File: src/include/iam_map.svh
// Offsets, field positions, reset values and codes of the input allocation mux
`ifndef IAM_MAP_SVH
`define IAM_MAP_SVH

`define IAM_MAP_W 16
`define IAM_PIN_N 7
`define IAM_SIG_N 15
`define IAM_DATA_W 32

`define IAM_OFF_FIRST 8'h00
`define IAM_OFF_SECOND 8'h04
`define IAM_OFF_THIRD 8'h08
`define IAM_OFF_FOURTH 8'h0c
`define IAM_OFF_CTRL 8'h10
`define IAM_OFF_STATUS 8'h14
`define IAM_OFF_PINS 8'h18
`define IAM_OFF_SIGS 8'h1c
`define IAM_OFF_ACT_FIRST 8'h20
`define IAM_OFF_ACT_SECOND 8'h24

`define IAM_CTRL_RESTART_BIT 0
`define IAM_STAT_PENDING_BIT 0
`define IAM_STAT_USER_BIT 1

`define IAM_MODE_USER 4'h1
`define IAM_CODE_ON 4'h7
`define IAM_CODE_OFF 4'h8
`define IAM_CODE_INV_BASE 4'h9

`define IAM_RST_FIRST 16'h2100
`define IAM_RST_SECOND 16'h6543
`define IAM_RST_THIRD 16'h8888
`define IAM_RST_FOURTH 16'h8888

`define IAM_FIX_FIRST 16'h2100
`define IAM_FIX_SECOND 16'h6543
`define IAM_FIX_THIRD 16'h8888
`define IAM_FIX_FOURTH 16'h8888

`define IAM_PRIM_HIGH_MASK 15'h000c
`define IAM_NO_FORCE_ON_MASK 15'h0010

`endif

File: src/include/iam_pkg.sv
// Types of the input allocation mux
`include "iam_map.svh"
package iam_pkg;

  typedef enum logic [0:0] {
    IAM_ST_IDLE,
    IAM_ST_ANSWER
  } iam_bus_state_t;

  typedef struct packed {
    iam_bus_state_t bus_state;
    logic pready;
    logic pslverr;
    logic [`IAM_DATA_W-1:0] prdata;
    logic [`IAM_MAP_W-1:0] map_first;
    logic [`IAM_MAP_W-1:0] map_second;
    logic [`IAM_MAP_W-1:0] map_third;
    logic [`IAM_MAP_W-1:0] map_fourth;
    logic [`IAM_MAP_W-1:0] act_first;
    logic [`IAM_MAP_W-1:0] act_second;
    logic [`IAM_PIN_N-1:0] pin;
    logic [`IAM_SIG_N-1:0] sig;
  } iam_state_t;

endpackage

File: src/logic/iam_top.sv
// Input allocation mux: routes seven connector pins to logical sequence signals
//
// Local design decisions: the APB register port and the register offsets.
`timescale 1ns/1ps
`include "iam_map.svh"

////////////////////////////////////////////////////////////////////////////////
module iam_top #(
  parameter int ADDR_W = 8
) (
  input wire logic clock,
  input wire logic rst,
  input wire logic psel,
  input wire logic penable,
  input wire logic pwrite,
  input wire logic [ADDR_W-1:0] paddr,
  input wire logic [31:0] pwdata,
  output logic [31:0] prdata,
  output logic pready,
  output logic pslverr,
  input wire logic [6:0] main_io_connector,
  output logic servo_enable_in,
  output logic proportional_op_in,
  output logic forward_travel_limit_in,
  output logic reverse_travel_limit_in,
  output logic alarm_reset_in,
  output logic forward_force_limit_in,
  output logic reverse_force_limit_in,
  output logic direction_switch_in,
  output logic speed_select_a_in,
  output logic speed_select_b_in,
  output logic ctrl_method_sel_in,
  output logic zero_hold_in,
  output logic pulse_inhibit_in,
  output logic gain_sel_in,
  output logic pole_detect_in
);

  //////////////////////////////////////////////////////////////////////////////
  // Elaboration checks

  generate
    // Six address bits are the least that reach the last register
    if (ADDR_W < 6 || ADDR_W > 32) begin : g_bad_addr
      $error("iam_top: ADDR_W must lie between 6 and 32");
    end
    if (`IAM_PIN_N != 7 || `IAM_SIG_N != 15) begin : g_bad_count
      $error("iam_top: pin and signal counts must match the port list");
    end
    if (4 * `IAM_MAP_W != 64) begin : g_bad_map
      $error("iam_top: four maps must fill the 64-bit code vector");
    end
  endgenerate

  //////////////////////////////////////////////////////////////////////////////
  // Functions

  // Pick one nibble out of the four maps laid end to end
  function automatic logic [3:0] pick_code(
    input logic [63:0] maps,
    input int unsigned idx
  );
    logic [3:0] code;
    code = maps[idx*4 +: 4];
    return code;
  endfunction

  // One logical signal from its code; prim_high marks a high-active signal
  function automatic logic decode_sig(
    input logic [3:0] code,
    input logic [`IAM_PIN_N-1:0] pins,
    input logic prim_high,
    input logic no_force_on
  );
    logic [3:0] idx;
    logic level;
    logic on;
    idx = 4'h0;
    level = 1'b0;
    on = 1'b0;
    if (code <= 4'h6) begin
      idx = code;
      level = pins[idx[2:0]];
      on = prim_high ? level : ~level;
    end else if (code == `IAM_CODE_ON) begin
      // Alarm reset would never release if forced on
      on = ~no_force_on;
    end else if (code == `IAM_CODE_OFF) begin
      on = 1'b0;
    end else begin
      idx = code - `IAM_CODE_INV_BASE;
      level = pins[idx[2:0]];
      on = prim_high ? ~level : level;
    end
    return on;
  endfunction

  // All logical signals; every signal reads the same sampled pin vector
  function automatic logic [`IAM_SIG_N-1:0] decode_all(
    input logic [63:0] maps,
    input logic [`IAM_PIN_N-1:0] pins
  );
    logic [`IAM_SIG_N-1:0] sigs;
    logic [`IAM_SIG_N-1:0] prim_high;
    logic [`IAM_SIG_N-1:0] no_on;
    sigs = '0;
    prim_high = `IAM_PRIM_HIGH_MASK;
    no_on = `IAM_NO_FORCE_ON_MASK;
    for (int unsigned i = 0; i < `IAM_SIG_N; i++) begin
      // Signal i takes nibble i+1; nibble 0 is the mode field
      sigs[i] = decode_sig(pick_code(maps, i + 1), pins, prim_high[i], no_on[i]);
    end
    return sigs;
  endfunction

  function automatic logic [31:0] widen16(input logic [`IAM_MAP_W-1:0] v);
    return {16'h0000, v};
  endfunction

  //////////////////////////////////////////////////////////////////////////////
  // State

  iam_pkg::iam_state_t r_reg;
  iam_pkg::iam_state_t r_next;

  logic user_mode;
  logic [`IAM_MAP_W-1:0] eff_first;
  logic [`IAM_MAP_W-1:0] eff_second;
  logic [`IAM_MAP_W-1:0] eff_third;
  logic [`IAM_MAP_W-1:0] eff_fourth;
  logic [63:0] eff_maps;
  logic pending;
  logic [31:0] addr_ext;
  logic [7:0] offset;
  logic restart;
  logic access;
  logic mapped;
  logic [31:0] read_word;

  //////////////////////////////////////////////////////////////////////////////
  // Effective allocation

  always_comb begin
    user_mode = (r_reg.act_first[3:0] == `IAM_MODE_USER);
    // Mode and the first two maps come from the copies latched at restart
    eff_first = user_mode ? r_reg.act_first : `IAM_FIX_FIRST;
    eff_second = user_mode ? r_reg.act_second : `IAM_FIX_SECOND;
    // Third and fourth maps are live; no restart is needed for them
    eff_third = user_mode ? r_reg.map_third : `IAM_FIX_THIRD;
    eff_fourth = user_mode ? r_reg.map_fourth : `IAM_FIX_FOURTH;
    eff_maps = {eff_fourth, eff_third, eff_second, eff_first};
    pending = (r_reg.act_first != r_reg.map_first) || (r_reg.act_second != r_reg.map_second);
  end

  //////////////////////////////////////////////////////////////////////////////
  // Register read decode

  always_comb begin
    // Widened first so the upper-bit test stays legal on a narrow bus
    addr_ext = 32'(paddr);
    offset = addr_ext[7:0];
    access = psel && penable;
    mapped = 1'b1;
    read_word = 32'h0000_0000;
    if (addr_ext[31:8] != 24'h000000 || addr_ext[1:0] != 2'h0) begin
      mapped = 1'b0;
    end else begin
      case (offset)
        `IAM_OFF_FIRST: begin
          read_word = widen16(r_reg.map_first);
        end
        `IAM_OFF_SECOND: begin
          read_word = widen16(r_reg.map_second);
        end
        `IAM_OFF_THIRD: begin
          read_word = widen16(r_reg.map_third);
        end
        `IAM_OFF_FOURTH: begin
          read_word = widen16(r_reg.map_fourth);
        end
        `IAM_OFF_CTRL: begin
          read_word = 32'h0000_0000;
        end
        `IAM_OFF_STATUS: begin
          read_word[`IAM_STAT_PENDING_BIT] = pending;
          read_word[`IAM_STAT_USER_BIT] = user_mode;
        end
        `IAM_OFF_PINS: begin
          read_word = {25'h0000000, r_reg.pin};
        end
        `IAM_OFF_SIGS: begin
          read_word = {17'h00000, r_reg.sig};
        end
        `IAM_OFF_ACT_FIRST: begin
          read_word = widen16(r_reg.act_first);
        end
        `IAM_OFF_ACT_SECOND: begin
          read_word = widen16(r_reg.act_second);
        end
        default: begin
          mapped = 1'b0;
        end
      endcase
    end
  end

  //////////////////////////////////////////////////////////////////////////////
  // Restart strobe

  // Only the completing edge of a mapped write to control counts
  always_comb begin
    restart = 1'b0;
    if (r_reg.bus_state == iam_pkg::IAM_ST_ANSWER && access && pwrite && mapped) begin
      restart = (offset == `IAM_OFF_CTRL) && pwdata[`IAM_CTRL_RESTART_BIT];
    end
  end

  //////////////////////////////////////////////////////////////////////////////
  // Next state

  always_comb begin
    r_next = r_reg;
    // Pins are sampled once so all sharing signals see one level
    r_next.pin = main_io_connector;
    r_next.sig = decode_all(eff_maps, r_reg.pin);
    case (r_reg.bus_state)
      iam_pkg::IAM_ST_IDLE: begin
        r_next.pready = 1'b0;
        r_next.pslverr = 1'b0;
        if (access) begin
          // One wait state keeps the read mux off the output path
          r_next.bus_state = iam_pkg::IAM_ST_ANSWER;
          r_next.pready = 1'b1;
          r_next.pslverr = ~mapped;
          r_next.prdata = pwrite ? 32'h0000_0000 : read_word;
        end
      end
      iam_pkg::IAM_ST_ANSWER: begin
        r_next.bus_state = iam_pkg::IAM_ST_IDLE;
        r_next.pready = 1'b0;
        r_next.pslverr = 1'b0;
        if (access && pwrite && mapped) begin
          case (offset)
            `IAM_OFF_FIRST: begin
              r_next.map_first = pwdata[15:0];
            end
            `IAM_OFF_SECOND: begin
              r_next.map_second = pwdata[15:0];
            end
            `IAM_OFF_THIRD: begin
              r_next.map_third = pwdata[15:0];
            end
            `IAM_OFF_FOURTH: begin
              r_next.map_fourth = pwdata[15:0];
            end
            `IAM_OFF_CTRL: begin
              // Soft restart stands in for the power cycle
              if (restart) begin
                r_next.act_first = r_reg.map_first;
                r_next.act_second = r_reg.map_second;
              end
            end
            // Read-only registers take writes silently
            `IAM_OFF_STATUS: begin
            end
            `IAM_OFF_PINS: begin
            end
            `IAM_OFF_SIGS: begin
            end
            `IAM_OFF_ACT_FIRST: begin
            end
            `IAM_OFF_ACT_SECOND: begin
            end
            default: begin
              r_next.map_first = r_reg.map_first;
            end
          endcase
        end
      end
      default: begin
        r_next.bus_state = iam_pkg::IAM_ST_IDLE;
        r_next.pready = 1'b0;
        r_next.pslverr = 1'b0;
      end
    endcase
  end

  //////////////////////////////////////////////////////////////////////////////
  // Registers

  always_ff @(posedge clock) begin
    if (rst) begin
      r_reg.bus_state <= iam_pkg::IAM_ST_IDLE;
      r_reg.pready <= 1'b0;
      r_reg.pslverr <= 1'b0;
      r_reg.prdata <= 32'h0000_0000;
      r_reg.map_first <= `IAM_RST_FIRST;
      r_reg.map_second <= `IAM_RST_SECOND;
      r_reg.map_third <= `IAM_RST_THIRD;
      r_reg.map_fourth <= `IAM_RST_FOURTH;
      r_reg.act_first <= `IAM_RST_FIRST;
      r_reg.act_second <= `IAM_RST_SECOND;
      r_reg.pin <= 7'h7f;
      r_reg.sig <= 15'h0000;
    end else begin
      r_reg <= r_next;
    end
  end

  //////////////////////////////////////////////////////////////////////////////
  // Outputs

  // Every output is a register bit; no decode sits between flops and pins
  // Signal order follows nibble order, servo enable first
  always_comb begin
    prdata = r_reg.prdata;
    pready = r_reg.pready;
    pslverr = r_reg.pslverr;
    servo_enable_in = r_reg.sig[0];
    proportional_op_in = r_reg.sig[1];
    forward_travel_limit_in = r_reg.sig[2];
    reverse_travel_limit_in = r_reg.sig[3];
    alarm_reset_in = r_reg.sig[4];
    forward_force_limit_in = r_reg.sig[5];
    reverse_force_limit_in = r_reg.sig[6];
    direction_switch_in = r_reg.sig[7];
    speed_select_a_in = r_reg.sig[8];
    speed_select_b_in = r_reg.sig[9];
    ctrl_method_sel_in = r_reg.sig[10];
    zero_hold_in = r_reg.sig[11];
    pulse_inhibit_in = r_reg.sig[12];
    gain_sel_in = r_reg.sig[13];
    pole_detect_in = r_reg.sig[14];
  end

endmodule

File: config.mk
export PLATFORM = sky130hd
export DESIGN_NAME = iam_top
export DESIGN_NICKNAME = d
export VERILOG_FILES = /design/src/include/iam_pkg.sv /design/src/logic/iam_top.sv
export VERILOG_INCLUDE_DIRS = /design/src /design/src/include
export SDC_FILE = /design/constraint.sdc
export NUM_CORES = 1
export LEC_CHECK = 0
export BUFFER_PORTS_ARGS = -buffer_cell sky130_fd_sc_hd__buf_2
export CAP_MARGIN = 5
export CELL_PAD_IN_SITES_DETAIL_PLACEMENT = 0
export CELL_PAD_IN_SITES_GLOBAL_PLACEMENT = 1
export CORE_MARGIN = 5
export CORE_UTILIZATION = 25
export DETAILED_ROUTE_END_ITERATION = 10
export GPL_ROUTABILITY_DRIVEN = 1
export PLACE_DENSITY = 0.54
export SYNTH_ARGS = -nofsm -noshare
export SYNTH_HDL_FRONTEND = slang
export SYNTH_SLANG_ARGS = --single-unit
File: constraint.sdc
create_clock -name clock -period 2.8 [get_ports clock]
set_clock_uncertainty 0.15 [all_clocks]
set_input_delay 0.14 -clock clock [delete_from_list [all_inputs] [get_ports clock]]
set_output_delay 0.14 -clock clock [all_outputs]
set_load 0.01 [all_outputs]
Word level (Yosys, flattened, before mapping)
Cells that the tools add are included.

Input bits: 52. Register bits: 153. Logic and storage cells: 266.

Bitwise logic cells: 17. Add/sub/neg operators: 15. Multiplexer cells: 118. $lt $le $gt $ge: 45. Equality and inequality tests: 42. Reductions and logical operators: 17.

Operator list (number): $lt 3x4->1 const B (30); $pmux 14 s8 (1); $bmux 1 s3 (30); $mux 1 (78); $mux 16 (4); $mux 32 (2); $eq 4x3->1 const B (15); $eq 4x4->1 const B (15); $le 4x3->1 const B (15); $sub 3x1->3 const B (15); $mux 35 (1); $eq 8x5->1 const B (4); $ne 16x16->1 (2); $pmux 2 s9 (1); $not 1->1 (17); $eq 8x4->1 const B (2); $eq 8x6->1 const B (2); $reduce_and 3->1 (4); $reduce_or 10->1 (1); $eq 8x3->1 const B (1); $logic_not 8->1 (1); $logic_and 1x1->1 (7); $pmux 3 s2 (1); $eq 4x1->1 const B (1); 4 further kinds (4).

Depth between registers and ports, before layout
Depth in word-level cells: 9. Gate-level depth with buffers: 13.

Worst setup path after synthesis
OpenSTA, ideal clock, no wires.

Kind: register -> register. Start: register r_reg[39] (netlist bit). End: register r_reg, in the netlist alarm_reset_in. Setup time: 0.127 ns. Required time: 2.523 ns. Path buffers: 4. Stages on the path, launching flop included: 12. Slack: -0.291 ns. Period minus slack after synthesis: 3.091 ns. Arrival: 2.814 ns. Cells stage by stage: dfxtp_1 > nor4b_2 > buf_2 > buf_2 > buf_2 > buf_1 > nand2_1 > ha_1 > mux4_2 > nand3_1 > o311ai_0 > o2bb2ai_1.

Longest elaborated chain between the ends: 8.

RTL lines: start: declaration (RTL line iam_top.sv:123) `iam_pkg::iam_state_t r_reg;`; start signal: assignment (RTL line iam_top.sv:306) `r_reg <= r_next;`; $eq 4x1->1 (no line) *; $mux 16 (no line) *; $sub 3x1->3 (no line); $bmux 1 s3 (RTL line iam_top.sv:92) `level = pins[idx[2:0]];`; $mux 1 (implied by the code) (RTL line iam_top.sv:92); $mux 1 (RTL line iam_top.sv:88) `` end else if (code == `IAM_CODE_OFF) begin ``; $mux 1 (RTL line iam_top.sv:85) `` end else if (code == `IAM_CODE_ON) begin ``; $mux 1 * (RTL line iam_top.sv:81) `if (code <= 4'h6) begin`.

Every way passes the cells marked *; elsewhere a longest branch is shown, timed or not. The select of a mux whose other input is x is not followed. A chain may end at the register's enable or synchronous reset.

Final worst setup path
Start: register r_reg[39] (netlist bit). End: register r_reg, in the netlist pulse_inhibit_in.

Same word-level chain as after synthesis.

==> key figures <==
GRT
  – First-pass GRT wire length: 59300 um
  – GR Overflow Total: 0
  – Largest net degree at the start of global routing: 46
  – Overall Global Routing Usage: roughly 18%
  – Vias in the first global route: between 8000 and 9000
  – Initial antenna violation count: 0

Drt
  – Starting DRT DRC Count: slightly below 900
  – Vias per cell: 5.08
  – Pre-antenna DRT Iters: 6
  – ANT nets after route: 0
  – Detailed Route WL: about 40000 um
  – Routed wire length per instance: 22.0 um
  – DR DRC count: 0
  – Via count: about 9400

Synth
  – Yosys warnings: 0
  – Post-synthesis simple-gate area fraction: 22.2%
  – Mux cell area share after synthesis: 13.6%
  – Syn Inst Count: 1238
  – Register area share after synthesis: 27.9%
  – Most used DFF post-synth: dfxtp_1
  – Compound-Gate Fraction of Synth Area: 18.4%
  – Async SR Flop Fraction: 0%
  – Netlist cell types: between 60 and 70
  – Syn Std Cell Area: 9760 sq um
  – Largest family of logic cells by synthesized area: simple AND/OR/NAND/NOR gates
  – FF+latch count, synth: 136
  – Synth Area in Adders: under 10%
  – EDFF count, synth: 0
  – Syn avg cell area: 7.89 sq um
  – Post-Synth XOR/XNOR Area: between 3 and 4%

Cells and area
  – Share of cells above drive strength 1: 20.1%
  – Ant. Diodes: 0
  – Final net count: between 1000 and 1500
  – Fillers: 4151
  – Util after Layout: between 30% and 40%
  – Max reg flops: 104
  – Area delta synth->final: 21.1%

Timing
  – Pin slew with the least headroom to its limit: 606 ps
  – Final cycle utilization of the critical path: 96.3%
  – Max-slew headroom: roughly 60%
  – RSZ-0062 raised after global routing: yes
  – Period minus WS final: ~2700 ps
  – Setup violations, final: 0
  – F_max: 0.371 GHz
  – Slew Viols, Final: 0
  – WHS: 17.0 ps
  – Final hold vios: 0

Floorplan
  – Core Region: 38600 sq um
  – Initial Util: 25.3%
  – Die Y-Extent: 208 um
  – Ports: 101
  – FP Rows: 72
  – Die area: around 43000 sq um
  – Die W: between 200 and 250 um

Worst setup path
  – CP startpoint kind: register
  – Crit. End Element: register
  – CP required: 2970 ps
  – Max FO, Critical Path: 11
  – CP Class: register to register
  – R2R Setup Slk: 100 ps
  – CP arrival: 2870 ps

Clock tree
  – Clock-pin slew on the worst setup and hold paths: 70 ps
  – H-tree Lvls: 4
  – Worst skew pair latency: 450 ps
  – Clk root buf: clkbuf_16
  – CTS tree: built
  – Clock buffer count from CTS: 17
  – Max Root-Sink Buffers: 2
  – CTS Sinks: between 100 and 150

Min path
  – Worst hold path class: input port to register

Job
  – MaxCap Viol Count: 0

Placed design
  – Dpl hpwl: 30400 um
  – Port Buf Inserts: 68
  – Routability cong.: 0.860

Power and ir drop
  – Pwr/cell area: 394 nW/um^2
  – LEAKAGE: 4.54 nW
  – Max IR drop VDD: between 300 and 400 uV

Outcome
  – Status: completed
==> metal layers <==
layer | GRT usage [%] | vias to the layer above | share of wire [%]
li1 | - | 4467 | -
met1 | 27.4 | 4590 | 49
met2 | 27.0 | 325 | 43
met3 | 3.01 | 34 | 6.0
met4 | 3.85 | 0 | 1.6
met5 | 0 | - | 0
==> worst paths after layout <==
kind                    from                to  cells after the start
setup / recovery   r_reg[39]  pulse_inhibit_in                     10
hold / removal           rst         prdata[4]                      2
setup reg to reg   r_reg[39]  pulse_inhibit_in                     10
hold reg to reg   prdata[14]        prdata[14]                      2
==> cell usage after synthesis, types with 16 or more instances <==
library cell	number	area share, %
nand2b_1	16	1.0
nor2_1	79	3.0
dfxtp_1	136	28
buf_2	18	0.92
o21ai_0	77	3.9
a22oi_1	30	2.3
buf_4	33	2.5
mux4_2	32	7.4
mux2i_1	45	4.6
nand2_1	220	8.5
nand3b_1	36	2.8
ha_1	45	5.8
clkbuf_1	76	2.9
nand3_1	20	1.0
inv_1	46	1.8
nor3_1	16	0.82
xnor2_1	38	3.4
a21oi_1	102	5.2
==> cell families after synthesis <==
family          Yosys count
flops                   136
buf+inv                 181
other cells               1
mux                      91
xor+xnor                 39
fa+ha+maj                45
compound gates          294
simple gates            451
==> cells in the final DEF (no fill, tap or decap), drive strengths merged, types with 9 or more instances in the layout <==
cell type,n
inv,57
a211o,10
xnor2,38
conb,16
a31oi,14
nand2b,17
mux2i,45
ha,45
nand3b,36
nor2,84
mux2,14
nand2,220
dlygate4sd3,23
nand3,20
nand4,10
dfxtp,136
o21ai,77
nor4,10
o31ai,9
mux4,32
nor2b,10
nor3,17
a22oi,30
a21oi,102
buf,160
clkbuf,19
==> report_power, final <==
group	total [mW]	leakage (nW)	switching, mW	internal [mW]
Clock	2.29	0.286	1.10	1.19
Combinational	0.399	3.16	0.240	0.159
Sequential	1.97	1.10	0.0235	1.94
==> repair_timing <==
item,CTS,global route
setup endpoints to repair,1,7
resized for setup,1,1
pin swaps,0,1
cloned,0,2
hold endpoints to repair,71,0
buffers inserted,0,2
hold buffers,23,0
==> per-stage QoR <==
step	area (sq um)	setup slack, ps	TNS [ps]	instances	total power, mW
after floorplan	9880	7.98	0	1253	2.22
after global placement	10900	-17.9	-17.9	1794	2.39
after detailed placement	10900	-20.0	-20.0	1794	2.38
after CTS	11800	82.9	0	1849	4.71
after global routing	11800	-21.2	-53.3	1853	4.81
final	11800	104	0	1853	4.65
==> cell type report <==
type,instances,area [sq um],share of cell area [%]
multi-input combinational,936,6300,53.3
inverter,46,173,1.46
timing repair buffer,185,1410,11.9
tap,518,648,5.48
clock buffer,17,425,3.60
sequential,136,2720,23.0
clock inverter,15,150,1.27
==> worst max-delay path, stage by stage, from the launching register on <==
cell	delay (ps)
dfxtp_1	320
buf_4	160
nor4b_4	250
buf_4	190
buf_4	130
clkbuf_16	160
nand2_1	80
ha_1	370
mux4_2	500
o21ai_0	170
a211oi_1	90
Power figures use the tool's default switching activity.
